<file path="src/hw/psp_regs.svh">
// Register offsets, fields, reset values and range limits of the sync pulse generator
`ifndef PSP_REGS_SVH
`define PSP_REGS_SVH
`define PSP_OFF_CTRL     12'h000
`define PSP_OFF_LEN      12'h004
`define PSP_OFF_GEOM     12'h008
`define PSP_OFF_DLY_LO   12'h00c
`define PSP_OFF_DLY_HI   12'h010
`define PSP_OFF_WID_LO   12'h014
`define PSP_OFF_WID_HI   12'h018
`define PSP_OFF_STAT     12'h01c
`define PSP_OFF_PER_LO   12'h020
`define PSP_OFF_PER_HI   12'h024
`define PSP_CTRL_BURST   0
`define PSP_CTRL_TYPE_LO 1
`define PSP_CTRL_TYPE_HI 3
`define PSP_CTRL_MERGE   4
`define PSP_CTRL_GATE    5
`define PSP_GEOM_ROW_LO  0
`define PSP_GEOM_ROW_HI  15
`define PSP_GEOM_NR_LO   16
`define PSP_GEOM_NR_HI   23
`define PSP_GEOM_BLK_LO  24
`define PSP_GEOM_BLK_HI  31
`define PSP_STAT_VALID   0
`define PSP_STAT_REFUSED 1
`define PSP_STAT_PULSE   2
`define PSP_STAT_BUSY    3
`define PSP_CTRL_RST     6'h00
`define PSP_LEN_RST      32'h0000_007f
`define PSP_GEOM_RST     32'h0000_0000
`define PSP_DW_RST       40'h00_0000_0080
`define PSP_MIN_1CH      40'h00_0000_0080
`define PSP_MIN_2CH      40'h00_0000_0100
`define PSP_MASK_1CH     40'h00_0000_0007
`define PSP_MASK_2CH     40'h00_0000_000f
`define PSP_CAP_1CH      40'h07_ffff_ff80
`define PSP_CAP_2CH      40'h0f_ffff_ff00
`define PSP_CAP_MIX_1CH  40'h00_8fff_ff80
`define PSP_CAP_NONE     40'hff_ffff_ffff
`define PSP_THR_1CH      40'h00_0000_0200
`define PSP_THR_2CH      40'h00_0000_0400
`define PSP_EXP_1CH      4'h7
`define PSP_EXP_2CH      4'h8
`endif

</file>
<file path="src/hw/psp_pkg.sv">
// Types shared by the sync pulse generator modules
package psp_pkg;
  typedef enum logic [2:0] {
    PSP_PAT_PRBS  = 3'h0,
    PSP_PAT_DATA  = 3'h1,
    PSP_PAT_ZERO  = 3'h2,
    PSP_PAT_MIXED = 3'h3,
    PSP_PAT_OTHER = 3'h4
  } psp_pat_t;
  typedef enum logic [1:0] {
    PSP_IDLE  = 2'b00,
    PSP_ACC   = 2'b01,
    PSP_SHIFT = 2'b11
  } psp_calc_state_t;
endpackage

</file>
<file path="src/hw/psp_cfg_if.sv">
// Internal carrier between register file, period calculator and pulse generator
`timescale 1ns/1ps
`default_nettype none
interface psp_cfg_if;
  logic [31:0] pat_len;
  logic        merge;
  logic        mixed;
  logic [15:0] row_len;
  logic [7:0]  rows;
  logic [7:0]  blocks;
  logic        recalc;
  logic [39:0] period;
  logic        busy;
  logic [39:0] delay;
  logic [39:0] width;
  logic        run;
  logic        pulse;
  logic        start;
  modport top_mp  (output pat_len, merge, mixed, row_len, rows, blocks, recalc, delay, width, run,
                   input period, busy, pulse, start);
  modport calc_mp (input pat_len, merge, mixed, row_len, rows, blocks, recalc, output period, busy);
  modport gen_mp  (input period, delay, width, run, output pulse, start);
endinterface
`default_nettype wire

</file>
<file path="src/hw/psp_top.sv">
// Pattern sync pulse generator: APB registers, range checks, sequence mode and gating output
// Notes on behaviour
// - Sequence mode selects continuous repeat or burst transmission of the pattern.
// - Burst allowed only for pseudo-random, zero-run, user data and mixed patterns.
// - Repeat mode sends pattern and data continuously without gaps.
// - In repeat mode the sync pulse stays high for the programmed width in bits.
// - Width is a multiple of eight bits on a single channel.
// - Pulse rises delay bits after the first pattern bit; delay multiple of eight.
// - Single channel: 128 to LCM(length,128)-128, step 8, cap 34 359 738 240.
// - Merged channels: 256 to LCM(length,256)-256, step 16, cap 68 719 476 480.
// - Mixed single channel: 128 to rows times length times blocks minus 128, cap given.
// - Mixed merged: 256 to frame size minus 256, step 16.
// - Single channel: lengths up to 511 are repeated to reach at least 512.
// - Merged: lengths up to 1023 are repeated to reach at least 1024.
// - Delay counts from pattern start to the pulse rising edge.
// - Pattern length comes from the first data channel; settings shared by both outputs.
//
// Design decisions made here: register access over APB and the address map.
`timescale 1ns/1ps
`default_nettype none
`include "psp_regs.svh"
module psp_top
  import psp_pkg::*;
(
  // Clock, reset, enable
  input  wire logic        pclk,
  input  wire logic        presetn,
  input  wire logic        ce,
  // APB slave
  input  wire logic        psel,
  input  wire logic        penable,
  input  wire logic        pwrite,
  input  wire logic [11:0] paddr,
  input  wire logic [31:0] pwdata,
  output logic      [31:0] prdata,
  output logic             pready,
  output logic             pslverr,
  // Pattern and gating output
  output logic             sync_pulse,
  output logic             pattern_start,
  output logic             pattern_continuous,
  output logic             burst_active
);
  psp_cfg_if cfg ();

  logic [5:0]  ctrl_reg, ctrl_next;
  logic [31:0] len_reg, len_next;
  logic [31:0] geom_reg, geom_next;
  logic [39:0] dly_reg, dly_next;
  logic [39:0] wid_reg, wid_next;
  logic        recalc_reg, recalc_next;
  logic [31:0] rdata_reg, rdata_next;
  logic        err_reg, err_next;

  logic        wr;
  logic        rd;
  logic        hit;
  psp_pat_t    pat;
  logic        merge;
  logic        burst_ok;
  logic        eff_burst;
  logic        refused;
  logic [39:0] min_v;
  logic [39:0] mask_v;
  logic [39:0] cap_v;
  logic        dly_ok;
  logic        wid_ok;
  logic        valid;
  logic [31:0] stat;

  assign pat   = psp_pat_t'(ctrl_reg[`PSP_CTRL_TYPE_HI:`PSP_CTRL_TYPE_LO]);
  assign merge = ctrl_reg[`PSP_CTRL_MERGE];

  // Sequence mode; an unsupported burst request falls back to repeat
  always_comb begin
    burst_ok  = (pat == PSP_PAT_PRBS) || (pat == PSP_PAT_DATA) ||
                (pat == PSP_PAT_ZERO) || (pat == PSP_PAT_MIXED);
    eff_burst = ctrl_reg[`PSP_CTRL_BURST] && burst_ok;
    refused   = ctrl_reg[`PSP_CTRL_BURST] && !burst_ok;
  end

  // Range checks for delay and width against the derived period
  function automatic logic in_range(input logic [39:0] v, input logic [39:0] mn, input logic [39:0] mk,
                                    input logic [39:0] cp, input logic [39:0] per);
    return ((v & mk) == 40'h0) && (v >= mn) && (per >= mn + mn) && (v <= per - mn) && (v <= cp);
  endfunction

  always_comb begin
    min_v  = merge ? `PSP_MIN_2CH : `PSP_MIN_1CH;
    mask_v = merge ? `PSP_MASK_2CH : `PSP_MASK_1CH;
    if (pat == PSP_PAT_MIXED) begin
      cap_v = merge ? `PSP_CAP_NONE : `PSP_CAP_MIX_1CH;
    end else begin
      cap_v = merge ? `PSP_CAP_2CH : `PSP_CAP_1CH;
    end
    dly_ok = in_range(dly_reg, min_v, mask_v, cap_v, cfg.period);
    wid_ok = in_range(wid_reg, min_v, mask_v, cap_v, cfg.period);
    valid  = dly_ok && wid_ok && !cfg.busy;
  end

  // Pulse runs only in repeat mode with gating on and settings in range
  assign cfg.pat_len = len_reg;
  assign cfg.merge   = merge;
  assign cfg.mixed   = (pat == PSP_PAT_MIXED);
  assign cfg.row_len = geom_reg[`PSP_GEOM_ROW_HI:`PSP_GEOM_ROW_LO];
  assign cfg.rows    = geom_reg[`PSP_GEOM_NR_HI:`PSP_GEOM_NR_LO];
  assign cfg.blocks  = geom_reg[`PSP_GEOM_BLK_HI:`PSP_GEOM_BLK_LO];
  assign cfg.recalc  = recalc_reg;
  assign cfg.delay   = dly_reg;
  assign cfg.width   = wid_reg;
  assign cfg.run     = ctrl_reg[`PSP_CTRL_GATE] && !eff_burst && valid;

  psp_period_calc u_calc (
    .pclk    (pclk),
    .presetn (presetn),
    .ce      (ce),
    .cfg     (cfg.calc_mp)
  );

  psp_pulse_gen u_gen (
    .pclk    (pclk),
    .presetn (presetn),
    .ce      (ce),
    .cfg     (cfg.gen_mp)
  );

  assign sync_pulse         = cfg.pulse;
  assign pattern_start      = cfg.start;
  assign pattern_continuous = !eff_burst;
  assign burst_active       = eff_burst;

  // APB: zero wait states while enabled; a frozen block stretches the access
  assign pready  = ce;
  assign wr      = psel && penable && pwrite && ce;
  assign rd      = psel && !penable && !pwrite && ce;

  always_comb begin
    stat = 32'h0;
    stat[`PSP_STAT_VALID]   = valid;
    stat[`PSP_STAT_REFUSED] = refused;
    stat[`PSP_STAT_PULSE]   = cfg.pulse;
    stat[`PSP_STAT_BUSY]    = cfg.busy;
  end

  always_comb begin
    hit = 1'b1;
    unique case (paddr)
      `PSP_OFF_CTRL:   rdata_next = {26'h0, ctrl_reg};
      `PSP_OFF_LEN:    rdata_next = len_reg;
      `PSP_OFF_GEOM:   rdata_next = geom_reg;
      `PSP_OFF_DLY_LO: rdata_next = dly_reg[31:0];
      `PSP_OFF_DLY_HI: rdata_next = {24'h0, dly_reg[39:32]};
      `PSP_OFF_WID_LO: rdata_next = wid_reg[31:0];
      `PSP_OFF_WID_HI: rdata_next = {24'h0, wid_reg[39:32]};
      `PSP_OFF_STAT:   rdata_next = stat;
      `PSP_OFF_PER_LO: rdata_next = cfg.period[31:0];
      `PSP_OFF_PER_HI: rdata_next = {24'h0, cfg.period[39:32]};
      default: begin
        rdata_next = 32'h0;
        hit        = 1'b0;
      end
    endcase
    if (!rd) begin
      rdata_next = rdata_reg;
    end
    err_next    = (psel && !penable && ce) ? !hit : err_reg;
    ctrl_next   = ctrl_reg;
    len_next    = len_reg;
    geom_next   = geom_reg;
    dly_next    = dly_reg;
    wid_next    = wid_reg;
    recalc_next = 1'b0;
    if (wr) begin
      unique case (paddr)
        `PSP_OFF_CTRL: begin
          ctrl_next   = pwdata[5:0];
          recalc_next = 1'b1;
        end
        `PSP_OFF_LEN: begin
          len_next    = pwdata;
          recalc_next = 1'b1;
        end
        `PSP_OFF_GEOM: begin
          geom_next   = pwdata;
          recalc_next = 1'b1;
        end
        `PSP_OFF_DLY_LO: dly_next = {dly_reg[39:32], pwdata};
        `PSP_OFF_DLY_HI: dly_next = {pwdata[7:0], dly_reg[31:0]};
        `PSP_OFF_WID_LO: wid_next = {wid_reg[39:32], pwdata};
        `PSP_OFF_WID_HI: wid_next = {pwdata[7:0], wid_reg[31:0]};
        default: begin
        end
      endcase
    end
  end

  always_ff @(posedge pclk or negedge presetn) begin
    if (!presetn) begin
      ctrl_reg   <= `PSP_CTRL_RST;
      len_reg    <= `PSP_LEN_RST;
      geom_reg   <= `PSP_GEOM_RST;
      dly_reg    <= `PSP_DW_RST;
      wid_reg    <= `PSP_DW_RST;
      recalc_reg <= 1'b1;
      rdata_reg  <= 32'h0;
      err_reg    <= 1'b0;
    end else if (ce) begin
      ctrl_reg   <= ctrl_next;
      len_reg    <= len_next;
      geom_reg   <= geom_next;
      dly_reg    <= dly_next;
      wid_reg    <= wid_next;
      recalc_reg <= recalc_next;
      rdata_reg  <= rdata_next;
      err_reg    <= err_next;
    end
  end

  assign prdata  = rdata_reg;
  assign pslverr = err_reg && psel && penable;

  AST_BURST_REFUSED: assert property (@(posedge pclk) disable iff (!presetn)
    refused |-> !burst_active && pattern_continuous) else $error("burst taken for unsupported pattern");
  AST_CONT: assert property (@(posedge pclk) disable iff (!presetn)
    !ctrl_reg[`PSP_CTRL_BURST] |-> pattern_continuous) else $error("repeat mode not continuous");
  AST_STEP: assert property (@(posedge pclk) disable iff (!presetn)
    cfg.run |-> (dly_reg[2:0] == 3'h0) && (wid_reg[2:0] == 3'h0) && (!merge || !dly_reg[3] && !wid_reg[3]))
    else $error("pulse running with off-step setting");
  AST_MIN: assert property (@(posedge pclk) disable iff (!presetn)
    cfg.run |-> wid_reg >= min_v && dly_reg <= cfg.period - min_v) else $error("pulse running out of range");
  AST_GATE: assert property (@(posedge pclk) disable iff (!presetn)
    !ctrl_reg[`PSP_CTRL_GATE] ##1 !ctrl_reg[`PSP_CTRL_GATE] |-> !sync_pulse) else $error("pulse with gating off");
endmodule
`default_nettype wire

</file>
<file path="src/hw/psp_period_calc.sv">
// Pulse period calculator: stretched pattern length, LCM with the step base, or mixed frame size
`timescale 1ns/1ps
`default_nettype none
`include "psp_regs.svh"
module psp_period_calc
  import psp_pkg::*;
(
  // Clock and reset
  input  wire logic pclk,
  input  wire logic presetn,
  input  wire logic ce,
  // Configuration and result
  psp_cfg_if.calc_mp cfg
);
  psp_calc_state_t state_reg, state_next;
  logic [39:0]     acc_reg, acc_next;
  logic [39:0]     per_reg, per_next;
  logic [39:0]     thr;
  logic [3:0]      lcm_exp;
  logic [3:0]      tz;

  // Trailing zeros, saturated at the exponent of the step base
  function automatic logic [3:0] tzc(input logic [39:0] v, input logic [3:0] lim);
    logic [3:0] n;
    logic       stop;
    n = 4'h0;
    stop = 1'b0;
    for (int i = 0; i < 8; i++) begin
      if (!stop && !v[i] && n < lim) begin
        n = n + 4'h1;
      end else begin
        stop = 1'b1;
      end
    end
    return n;
  endfunction

  always_comb begin
    thr        = cfg.merge ? `PSP_THR_2CH : `PSP_THR_1CH;
    lcm_exp    = cfg.merge ? `PSP_EXP_2CH : `PSP_EXP_1CH;
    tz         = tzc(acc_reg, lcm_exp);
    state_next = state_reg;
    acc_next   = acc_reg;
    per_next   = per_reg;
    if (cfg.recalc) begin
      acc_next = {8'h00, cfg.pat_len};
      if (cfg.mixed) begin
        per_next   = 40'(cfg.row_len) * 40'(cfg.rows) * 40'(cfg.blocks);
        state_next = PSP_IDLE;
      end else begin
        per_next   = 40'h0;
        state_next = (cfg.pat_len == 32'h0) ? PSP_IDLE : PSP_ACC;
      end
    end else begin
      unique case (state_reg)
        PSP_IDLE: begin
        end
        PSP_ACC: begin
          // Short patterns are repeated whole until they reach the threshold
          if (acc_reg < thr) begin
            acc_next = acc_reg + {8'h00, cfg.pat_len};
          end else begin
            state_next = PSP_SHIFT;
          end
        end
        PSP_SHIFT: begin
          // LCM with a power of two is a shift by the missing zero bits
          per_next   = acc_reg << (lcm_exp - tz);
          state_next = PSP_IDLE;
        end
        default: begin
          state_next = PSP_IDLE;
        end
      endcase
    end
  end

  always_ff @(posedge pclk or negedge presetn) begin
    if (!presetn) begin
      state_reg <= PSP_IDLE;
      acc_reg   <= 40'h0;
      per_reg   <= 40'h0;
    end else if (ce) begin
      state_reg <= state_next;
      acc_reg   <= acc_next;
      per_reg   <= per_next;
    end
  end

  assign cfg.period = per_reg;
  assign cfg.busy   = (state_reg != PSP_IDLE) || cfg.recalc;
endmodule
`default_nettype wire

</file>
<file path="src/hw/psp_pulse_gen.sv">
// Bit position counter and sync pulse window
`timescale 1ns/1ps
`default_nettype none
module psp_pulse_gen
  import psp_pkg::*;
(
  // Clock and reset
  input  wire logic pclk,
  input  wire logic presetn,
  input  wire logic ce,
  // Timing settings and pulse
  psp_cfg_if.gen_mp cfg
);
  logic [39:0] pos_reg, pos_next;
  logic        pulse_reg, pulse_next;
  logic [39:0] off;
  logic [39:0] hi_cnt;

  always_comb begin
    pos_next   = 40'h0;
    pulse_next = 1'b0;
    off        = 40'h0;
    if (cfg.run) begin
      pos_next   = (pos_reg >= cfg.period - 40'h1) ? 40'h0 : pos_reg + 40'h1;
      // Window judged for the coming position, so the registered pulse rises on the delay bit itself;
      // the offset is taken modulo the period so a late window wraps into the next one
      off        = (pos_next >= cfg.delay) ? pos_next - cfg.delay
                                           : pos_next + cfg.period - cfg.delay;
      pulse_next = off < cfg.width;
    end
  end

  always_ff @(posedge pclk or negedge presetn) begin
    if (!presetn) begin
      pos_reg   <= 40'h0;
      pulse_reg <= 1'b0;
    end else if (ce) begin
      pos_reg   <= pos_next;
      pulse_reg <= pulse_next;
    end
  end

  assign cfg.pulse = pulse_reg;
  assign cfg.start = cfg.run && (pos_reg == 40'h0);

  // High-time counter read only by the width check
  always_ff @(posedge pclk or negedge presetn) begin
    if (!presetn) begin
      hi_cnt <= 40'h0;
    end else if (ce) begin
      hi_cnt <= pulse_reg ? hi_cnt + 40'h1 : 40'h0;
    end
  end

  AST_OFF_LOW: assert property (@(posedge pclk) disable iff (!presetn)
    ce && !cfg.run |=> !cfg.pulse) else $error("pulse high while stopped");
  AST_WRAP: assert property (@(posedge pclk) disable iff (!presetn)
    ce && cfg.run && pos_reg == cfg.period - 40'h1 |=> pos_reg == 40'h0 || !ce)
    else $error("position did not wrap at period end");
  AST_RISE_AT_DELAY: assert property (@(posedge pclk) disable iff (!presetn)
    ce && cfg.run && pos_next == cfg.delay && cfg.width != 40'h0 |=> cfg.pulse && pos_reg == cfg.delay)
    else $error("pulse not high at delay position");
  AST_WIDTH: assert property (@(posedge pclk) disable iff (!presetn)
    $past(cfg.run) && cfg.run && $stable(cfg.width) && cfg.width < cfg.period |-> hi_cnt <= cfg.width)
    else $error("pulse longer than programmed width");
endmodule
`default_nettype wire

</file>
<file path="config.mk">
export PLATFORM = sky130hd
export DESIGN_NAME = psp_top
export DESIGN_NICKNAME = d
export VERILOG_FILES = /design/src/hw/psp_pkg.sv /design/src/hw/psp_cfg_if.sv /design/src/hw/psp_top.sv /design/src/hw/psp_period_calc.sv /design/src/hw/psp_pulse_gen.sv
export VERILOG_INCLUDE_DIRS = /design/src /design/src/hw
export SDC_FILE = /design/constraint.sdc
export NUM_CORES = 2
export LEC_CHECK = 0
export BUFFER_PORTS_ARGS = -buffer_cell sky130_fd_sc_hd__buf_2
export CAP_MARGIN = 20
export CORE_MARGIN = 5
export CORE_UTILIZATION = 49
export CTS_CLUSTER_DIAMETER = 40
export CTS_CLUSTER_SIZE = 12
export DETAILED_ROUTE_END_ITERATION = 16
export GPL_TIMING_DRIVEN = 0
export PLACE_DENSITY = 0.65
export SETUP_SLACK_MARGIN = 0.02
export SYNTH_ARGS = -nofsm -noshare
export SYNTH_HDL_FRONTEND = slang
export SYNTH_SLANG_ARGS = --single-unit
</file>
<file path="constraint.sdc">
create_clock -name pclk -period 9.35 [get_ports pclk]
set_input_delay 0.935 -clock pclk [delete_from_list [all_inputs] [get_ports pclk]]
set_output_delay 0.935 -clock pclk [all_outputs]
set_load 0.02 [all_outputs]
</file>
Word level (Yosys, flattened, before mapping) --
Cells that the tools add are included.
Operators by class: $add $sub $neg 16, $mul 2, magnitude comparators 19, equality and inequality tests 16, shifts and indexed selects 1, multiplexer cells 43, bitwise logic cells 6, reductions and logical operators 88
Operator list (count):
- two-way mux 40 bit | 10
- one-hot mux 32 bit (10 select lines) | 1
- <= comparator 40 bit | 4
- one-hot mux 40 bit (2 select lines) | 2
- zero test 40 bit | 3
- bitwise AND 40 x 4 -> 40 bit | 2
- greater-or-equal comparator 40 bit | 2
- greater-or-equal comparator 40 x 9 -> 1 bit | 2
- < comparator 40 bit | 2
- subtractor 40 bit | 2
- equality test 12 x 5 -> 1 bit, second input constant | 4
- adder 40 x 1 -> 40 bit, second input constant | 1
- adder 40 x 32 -> 40 bit | 1
- adder 40 bit | 1
- greater-or-equal comparator 40 x 10 -> 1 bit | 1
- left shift 40 x 4 -> 40 bit | 1
- subtractor 40 x 1 -> 40 bit, second input constant | 1
- subtractor 40 x 9 -> 40 bit | 1
- logical AND 1 bit | 39
- two-way mux 36 bit | 1
- two-way mux 4 bit | 9
- zero test 32 bit | 1
- multiplier 24 x 8 -> 32 bit | 1
- two-way mux 32 bit | 1
- 32 further kinds | 98
Word-level totals: bits in registers 307, input port bits 50, output and inout port bits 38, word-level logic and storage cells 206

Longest topological paths before layout --
word-level depth 35, mapped depth 47, depth with buffers taken out 45

Hierarchy --
A second synthesis with hierarchy kept.
Second synthesis, totals: cell total of the unflattened synthesis 4749, area total of the unflattened synthesis 40938.0 µm²
Modules (own cells, without submodules):
- psp_period_calc | times used 1, cells an instance 2053, area each 17433.0 µm², seq. area each 2052.0 µm²
- psp_top | times used 1, cells an instance 1044, area each 11805.1 µm², seq. area each 4616.9 µm²
- psp_pulse_gen | times used 1, cells an instance 1652, area each 11700.0 µm², seq. area each 1026.0 µm²

Worst setup path after synthesis --
OpenSTA, ideal clock, no wires.
path type register to register, start point register u_calc.acc_reg[1], end point register u_calc.per_reg[5], in the netlist u_calc.cfg.period[5], setup time 0.133 ns, data arrival time 9.260 ns, data required time 9.217 ns, path slack -0.043 ns, cell stages (with the launch flop) 39, path buffers 2, period minus slack after synthesis 9.393 ns, cells stage by stage dfrtp_1 > inv_1 > nor2_1 > ha_1 > o21a_1 > ha_1 > or2_2 > a31oi_4 > mux2_2 > ha_1 > a21o_1 > a21oi_1 > o2111ai_1 > xnor2_1 > ha_1 > o21a_1 > o21ai_0 > nand2_1 > (+3 left out) > a21o_1 > a21oi_1 > o21ai_0 > nor3_1 > mux2_2 > ha_1 > o21a_1 > o21ai_0 > and3_1 > mux2_2 > fa_1 > clkbuf_1 > clkbuf_1 > mux4_2 > a21oi_1 > nor2_1 > a221oi_1 > a21oi_1
On the way: cells in the longest elaborated chain, start to end 32, elaborated cells between the ends (all ways) 50, classes of those cells add/sub: 7; order compare: 6; shift: 1; mux: 15; reduce/logical: 21
Ends and longest elaborated chain:
- start: declaration | line psp_period_calc.sv:16 | logic [39:0] acc_reg, acc_next;
- start signal: assignment | line psp_period_calc.sv:85 | acc_reg <= acc_next;
- branches (longest 29 deep; another with < comparator 4 bit)
- left shift 40 x 4 -> 40 bit * | line psp_period_calc.sv:68 | per_next = acc_reg << (lcm_exp - tz);
- two-way mux 40 bit * | line psp_period_calc.sv:55 | unique case (state_reg)
- two-way mux 40 bit * | line psp_period_calc.sv:45 | if (cfg.recalc) begin
- end signal: assignment | line psp_period_calc.sv:86 | per_reg <= per_next;
- end: declaration | line psp_period_calc.sv:17 | logic [39:0] per_reg, per_next;
Every way passes the cells marked *. The select of a mux whose other input is x is not followed. A chain may end at the register's enable or synchronous reset.

Final worst setup path --
start point register ctrl_reg[4], end point output pattern_start
On the way: cells in the longest elaborated chain, start to end 11, elaborated cells between the ends (all ways) 30, classes of those cells add/sub: 2; order compare: 7; mux: 5; bitwise: 2; reduce/logical: 14
Ends and longest elaborated chain:
- start: declaration | line psp_top.sv:46 | logic [5:0] ctrl_reg, ctrl_next;
- start signal: assignment | line psp_top.sv:199 | ctrl_reg <= `PSP_CTRL_RST;
- start signal: assignment | line psp_top.sv:208 | ctrl_reg <= ctrl_next;
- branches (longest 7 deep; another with subtractor 40 x 9 -> 40 bit)
- logical AND 1 bit * (2 in a row) | line psp_top.sv:98 | valid = dly_ok && wid_ok && !cfg.busy;
- logical AND 1 bit * | line psp_top.sv:111 | assign cfg.run = ctrl_reg[`PSP_CTRL_GATE] && !eff_burst && valid;
- logical AND 1 bit * | line psp_pulse_gen.sv:44 | assign cfg.start = cfg.run && (pos_reg == 40'h0);
- end: declaration | line psp_top.sv:40 | output logic pattern_start,
Every way passes the cells marked *.

==> results.sh <==
export IMPL_via_per_inst=6.25
export IMPL_fin_crit_sh_pct=99.6
export IMPL_clkSinkCount=307
export IMPL_critPathLaunch="ctrl_reg[4]$_DFFE_PN0P_"
export IMPL_combPwrFrac_pct=32.7
export IMPL_slowest_stage="dfrtp_1"
export IMPL_area_growth_synth_to_final_pct=15.9
export IMPL_grt_overflow=0
export IMPL_drt_iter0_drc=4084
export IMPL_grt_max_degree=125
export IMPL_yosys_area_top_type="dfrtp_1"
export IMPL_ir_drop_mv=0.155
export IMPL_avgSynthCellArea_um2=8.48
export IMPL_boundaryPins=88
export IMPL_status="completed"
export IMPL_switching_share_pct=36.7
export IMPL_pwr_share_seq_pct=27.4
export IMPL_hold_path_class="primary input to asynchronous set/reset pin"
export IMPL_yosysUniqueCellTypes=79
export IMPL_synth_edff_count=0
export IMPL_start_util_pct=49.3
export IMPL_grt_pass1_vias=36400
export IMPL_yosysSeqAreaShare_pct=19.4
export IMPL_grt_usage_pct=35.9
export IMPL_p_leak_nw=22.2
export IMPL_num_rows=104
export IMPL_yosys_area_top_type_share_pct=18.8
export IMPL_async_reset_ff_share_pct=100
export IMPL_synth_net_count=5420
export IMPL_yosys_top_cells_area="dfrtp_1 19%, ha_1 14%, fa_1 13%"
export IMPL_vias=37700
export IMPL_die_height_um=294
export IMPL_p_int_mw=3.45
export IMPL_wire_per_inst_um=26.6
export IMPL_dp_cells=5828
export IMPL_routed_wl_mm=160
export IMPL_r2r_cells=45
export IMPL_power_switching_mw=1.99
export IMPL_core_mm2=0.0804
export IMPL_critical_path_class="flop to primary output"
export IMPL_synth_cell_area_mm2=0.0396
export IMPL_finalNonFillerCells=6030
export IMPL_root_buffer="clkbuf_16"
export IMPL_min_period_ns=9.31
export IMPL_netlist_instances=4672
export IMPL_relSlewSlack_pct=23.2
export IMPL_r2r_start="u_calc.cfg.period[0]$_DFFE_PN0P_"
export IMPL_power_mw=5.44
export IMPL_finalHoldViolations=0
export IMPL_die_w_um=294
export IMPL_cp_cell_sequence="clkbuf_4 > clkinvlp_4 > buf_4 > fa_1 > nor2_1 > nand2_1 > nor3_2 > nand2_1 > xnor2_1 > ha_1 > nand4_1 > nor2_1 > and2_1 > a221oi_1 > o21ai_0 > o31ai_1 > o21ai_0 > a211oi_2 > nand3_1 > nor4_1 > buf_2"
export IMPL_power_share_clock_pct=39.9
export IMPL_cpPeakStageDelay_ns=0.76
export IMPL_ys_flop_type="dfrtp_1"
export IMPL_cp_max_fo=13
export IMPL_drv_slew=0
export IMPL_clockBufferDepth=3
export IMPL_clk_latency_ns=0.64
export IMPL_crit_arrival_ns=8.38
export IMPL_maxCapViolCount=0
export IMPL_postRouteAntennaNets=0
export IMPL_cp_end_kind="primary output"
export IMPL_r2r_end="u_gen.cfg.pulse$_DFFE_PN0P_"
export IMPL_ys_ff_latch=307
export IMPL_htree_levels=2
export IMPL_antenna_found_initial=4
export IMPL_clock_skew_ns=0.0337
export IMPL_fmax_ghz=0.107
export IMPL_crit_end="pattern_start"
export IMPL_path_clk_slew_ns=0.06
export IMPL_drt_pass1_iter_count=6
export IMPL_max_slew_worst_pin_slew_ns=1.14
export IMPL_grt_pass1_wl_mm=234
export IMPL_yosysWarnings=0
export IMPL_setup_violations_final=0
export IMPL_start_kind="flop"
export IMPL_worstPathRequired_ns=8.42
export IMPL_drc=0
export IMPL_place_hpwl_mm=126
export IMPL_cts_tree="built"
export IMPL_cts_buffers_inserted=57
export IMPL_nNetsFinal=5674
export IMPL_io_buffers=86
export IMPL_powerDensity_mw_per_mm2=118
export IMPL_rsz0062_at_grt="yes"
export IMPL_gp_congestion=1.05
export IMPL_drive_above_1_share_pct=16.0
export IMPL_reg2reg_slack_ns=0.09
export IMPL_die_area_mm2=0.0866
## worst min-delay path by stage
stage,start,to,slack (ns),cells past startpoint
floorplan,u_calc.acc_reg[38]$_DFFE_PN0P_,u_calc.acc_reg[38]$_DFFE_PN0P_,0.48,1
global placement,u_calc.acc_reg[38]$_DFFE_PN0P_,u_calc.acc_reg[38]$_DFFE_PN0P_,0.50,1
detailed placement,u_calc.acc_reg[38]$_DFFE_PN0P_,u_calc.acc_reg[38]$_DFFE_PN0P_,0.50,1
CTS,presetn,u_gen.pos_reg[15]$_DFFE_PN0P_,0.39,1
global route,presetn,u_gen.pos_reg[29]$_DFFE_PN0P_,0.40,1
finish,presetn,u_gen.pos_reg[31]$_DFFE_PN0P_,0.36,1
## power by group through the flow
stage          Clock [mW]  Combinational, mW  Sequential, mW
2_1_floorplan           0               1.01            1.48
3_3_place_gp            0               1.49            1.50
3_5_place_dp            0               1.50            1.50
4_1_cts              2.17               1.62            1.48
5_1_grt              2.24               1.90            1.49
6_report             2.17               1.78            1.49
## through the flow
step / util [%] / instance area, um^2 / worst slack, ns / hold slack [ns] / setup TNS [ns]
2_1_floorplan: - / 39600 / 0.0458 / 0.477 / 0
3_3_place_gp: 51.5 / 41400 / -2.51 / 0.502 / -77.73
3_5_place_dp: 51.6 / 41500 / -2.60 / 0.502 / -81.21
4_1_cts: 55.4 / 44500 / 0.0222 / 0.390 / 0
5_1_grt: 57.1 / 45900 / -0.168 / 0.404 / -0.817
6_report: 57.1 / 45900 / 0.0376 / 0.363 / 0
## worst max-delay path, delay by kind of cell, from the launching register on
kind            cells  cell delay, ns
simple gates        9            2.70
compound gates      5            1.55
buf+inv             4            1.18
fa+ha+maj           2            0.95
flops               1            0.76
xor+xnor            1            0.56
## cells in the mapped netlist (12+ instances only)
| library cell | instances |
|---|---|
| a21o_1 | 119 |
| o21ai_1 | 21 |
| o21bai_1 | 19 |
| a221oi_1 | 50 |
| or2_2 | 16 |
| a211oi_1 | 24 |
| and3_1 | 39 |
| or3_1 | 38 |
| dfrtp_1 | 297 |
| nand4_1 | 79 |
| o31ai_1 | 14 |
| a22oi_1 | 32 |
| a31oi_1 | 33 |
| mux2i_1 | 72 |
| inv_1 | 526 |
| buf_1 | 22 |
| ha_1 | 439 |
| xnor2_1 | 187 |
| clkbuf_1 | 153 |
| o21a_1 | 47 |
| o21ai_0 | 246 |
| nand2b_1 | 32 |
| mux4_2 | 22 |
| nor2_1 | 254 |
| and2_1 | 160 |
| nor2b_1 | 36 |
| xor2_1 | 66 |
| o211ai_1 | 13 |
| nand2_1 | 484 |
| nand3_1 | 85 |
| nor4_1 | 61 |
| fa_1 | 259 |
| nor3_1 | 126 |
| o22ai_1 | 12 |
| mux2_2 | 163 |
| a21oi_1 | 295 |
## layout make-up
type / instances / area [um^2]
antenna: 2 / 5.00
timing repair inverter: 1 / 5.00
timing repair buffer: 217 / 1520
buffer: 160 / 774
tap: 1060 / 1330
inverter: 529 / 2040
clock buffer: 63 / 1490
sequential: 307 / 7730
multi-input combinational: 3653 / 30500
clock inverter: 38 / 507
fill: 7356 / 34500
## layout by cell type, fill, tap and decap left out, drive strengths merged, types with 22 or more instances in the layout
| cell type | synthesis | final |
|---|---|---|
| nor2b | 36 | 36 |
| mux2i | 72 | 72 |
| fa | 259 | 259 |
| clkbuf | 153 | 190 |
| and3 | 39 | 39 |
| a21o | 119 | 119 |
| nand3 | 85 | 85 |
| mux2 | 163 | 163 |
| a221oi | 50 | 50 |
| mux4 | 22 | 22 |
| and2 | 160 | 160 |
| o21ai | 267 | 267 |
| ha | 439 | 439 |
| nor4 | 61 | 61 |
| a31oi | 34 | 34 |
| xnor2 | 187 | 187 |
| dfrtp | 297 | 297 |
| nor2 | 254 | 254 |
| buf | 30 | 250 |
| inv | 526 | 528 |
| o21a | 47 | 47 |
| nand4 | 79 | 79 |
| nor3 | 127 | 127 |
| xor2 | 67 | 67 |
| nand2b | 32 | 32 |
| a21oi | 295 | 295 |
| nand2 | 484 | 484 |
| or3 | 38 | 38 |
| a211oi | 25 | 25 |
| a22oi | 32 | 32 |
## layer usage
metal  global-route usage (%)  vias up  share of wire, %
li1                         -    16800                 -
met4                     23.9        4               8.8
met2                     53.7     1997                42
met5                        0        -             0.013
met1                     47.0    18400                39
met3                     7.28      507                10
## cells by family after synthesis
group                    synth area share [%]
flip-flops                               19.4
XOR/XNOR                                 5.63
AND/OR/NAND/NOR                          17.5
multiplexers                             7.70
buffers and inverters                    6.81
AO/OA/AOI/OAI                            16.0
adder cells (fa/ha/maj)                  27.0
## repair_timing
action | in CTS | in global routing
hold buffers | 0 | 0
gates cloned | 2 | 1
setup buffers | 46 | 73
endpoints found under the setup margin | 52 | 42
resized for setup | 184 | 187
pin swaps | 28 | 110
Power figures use the tool's default switching activity.
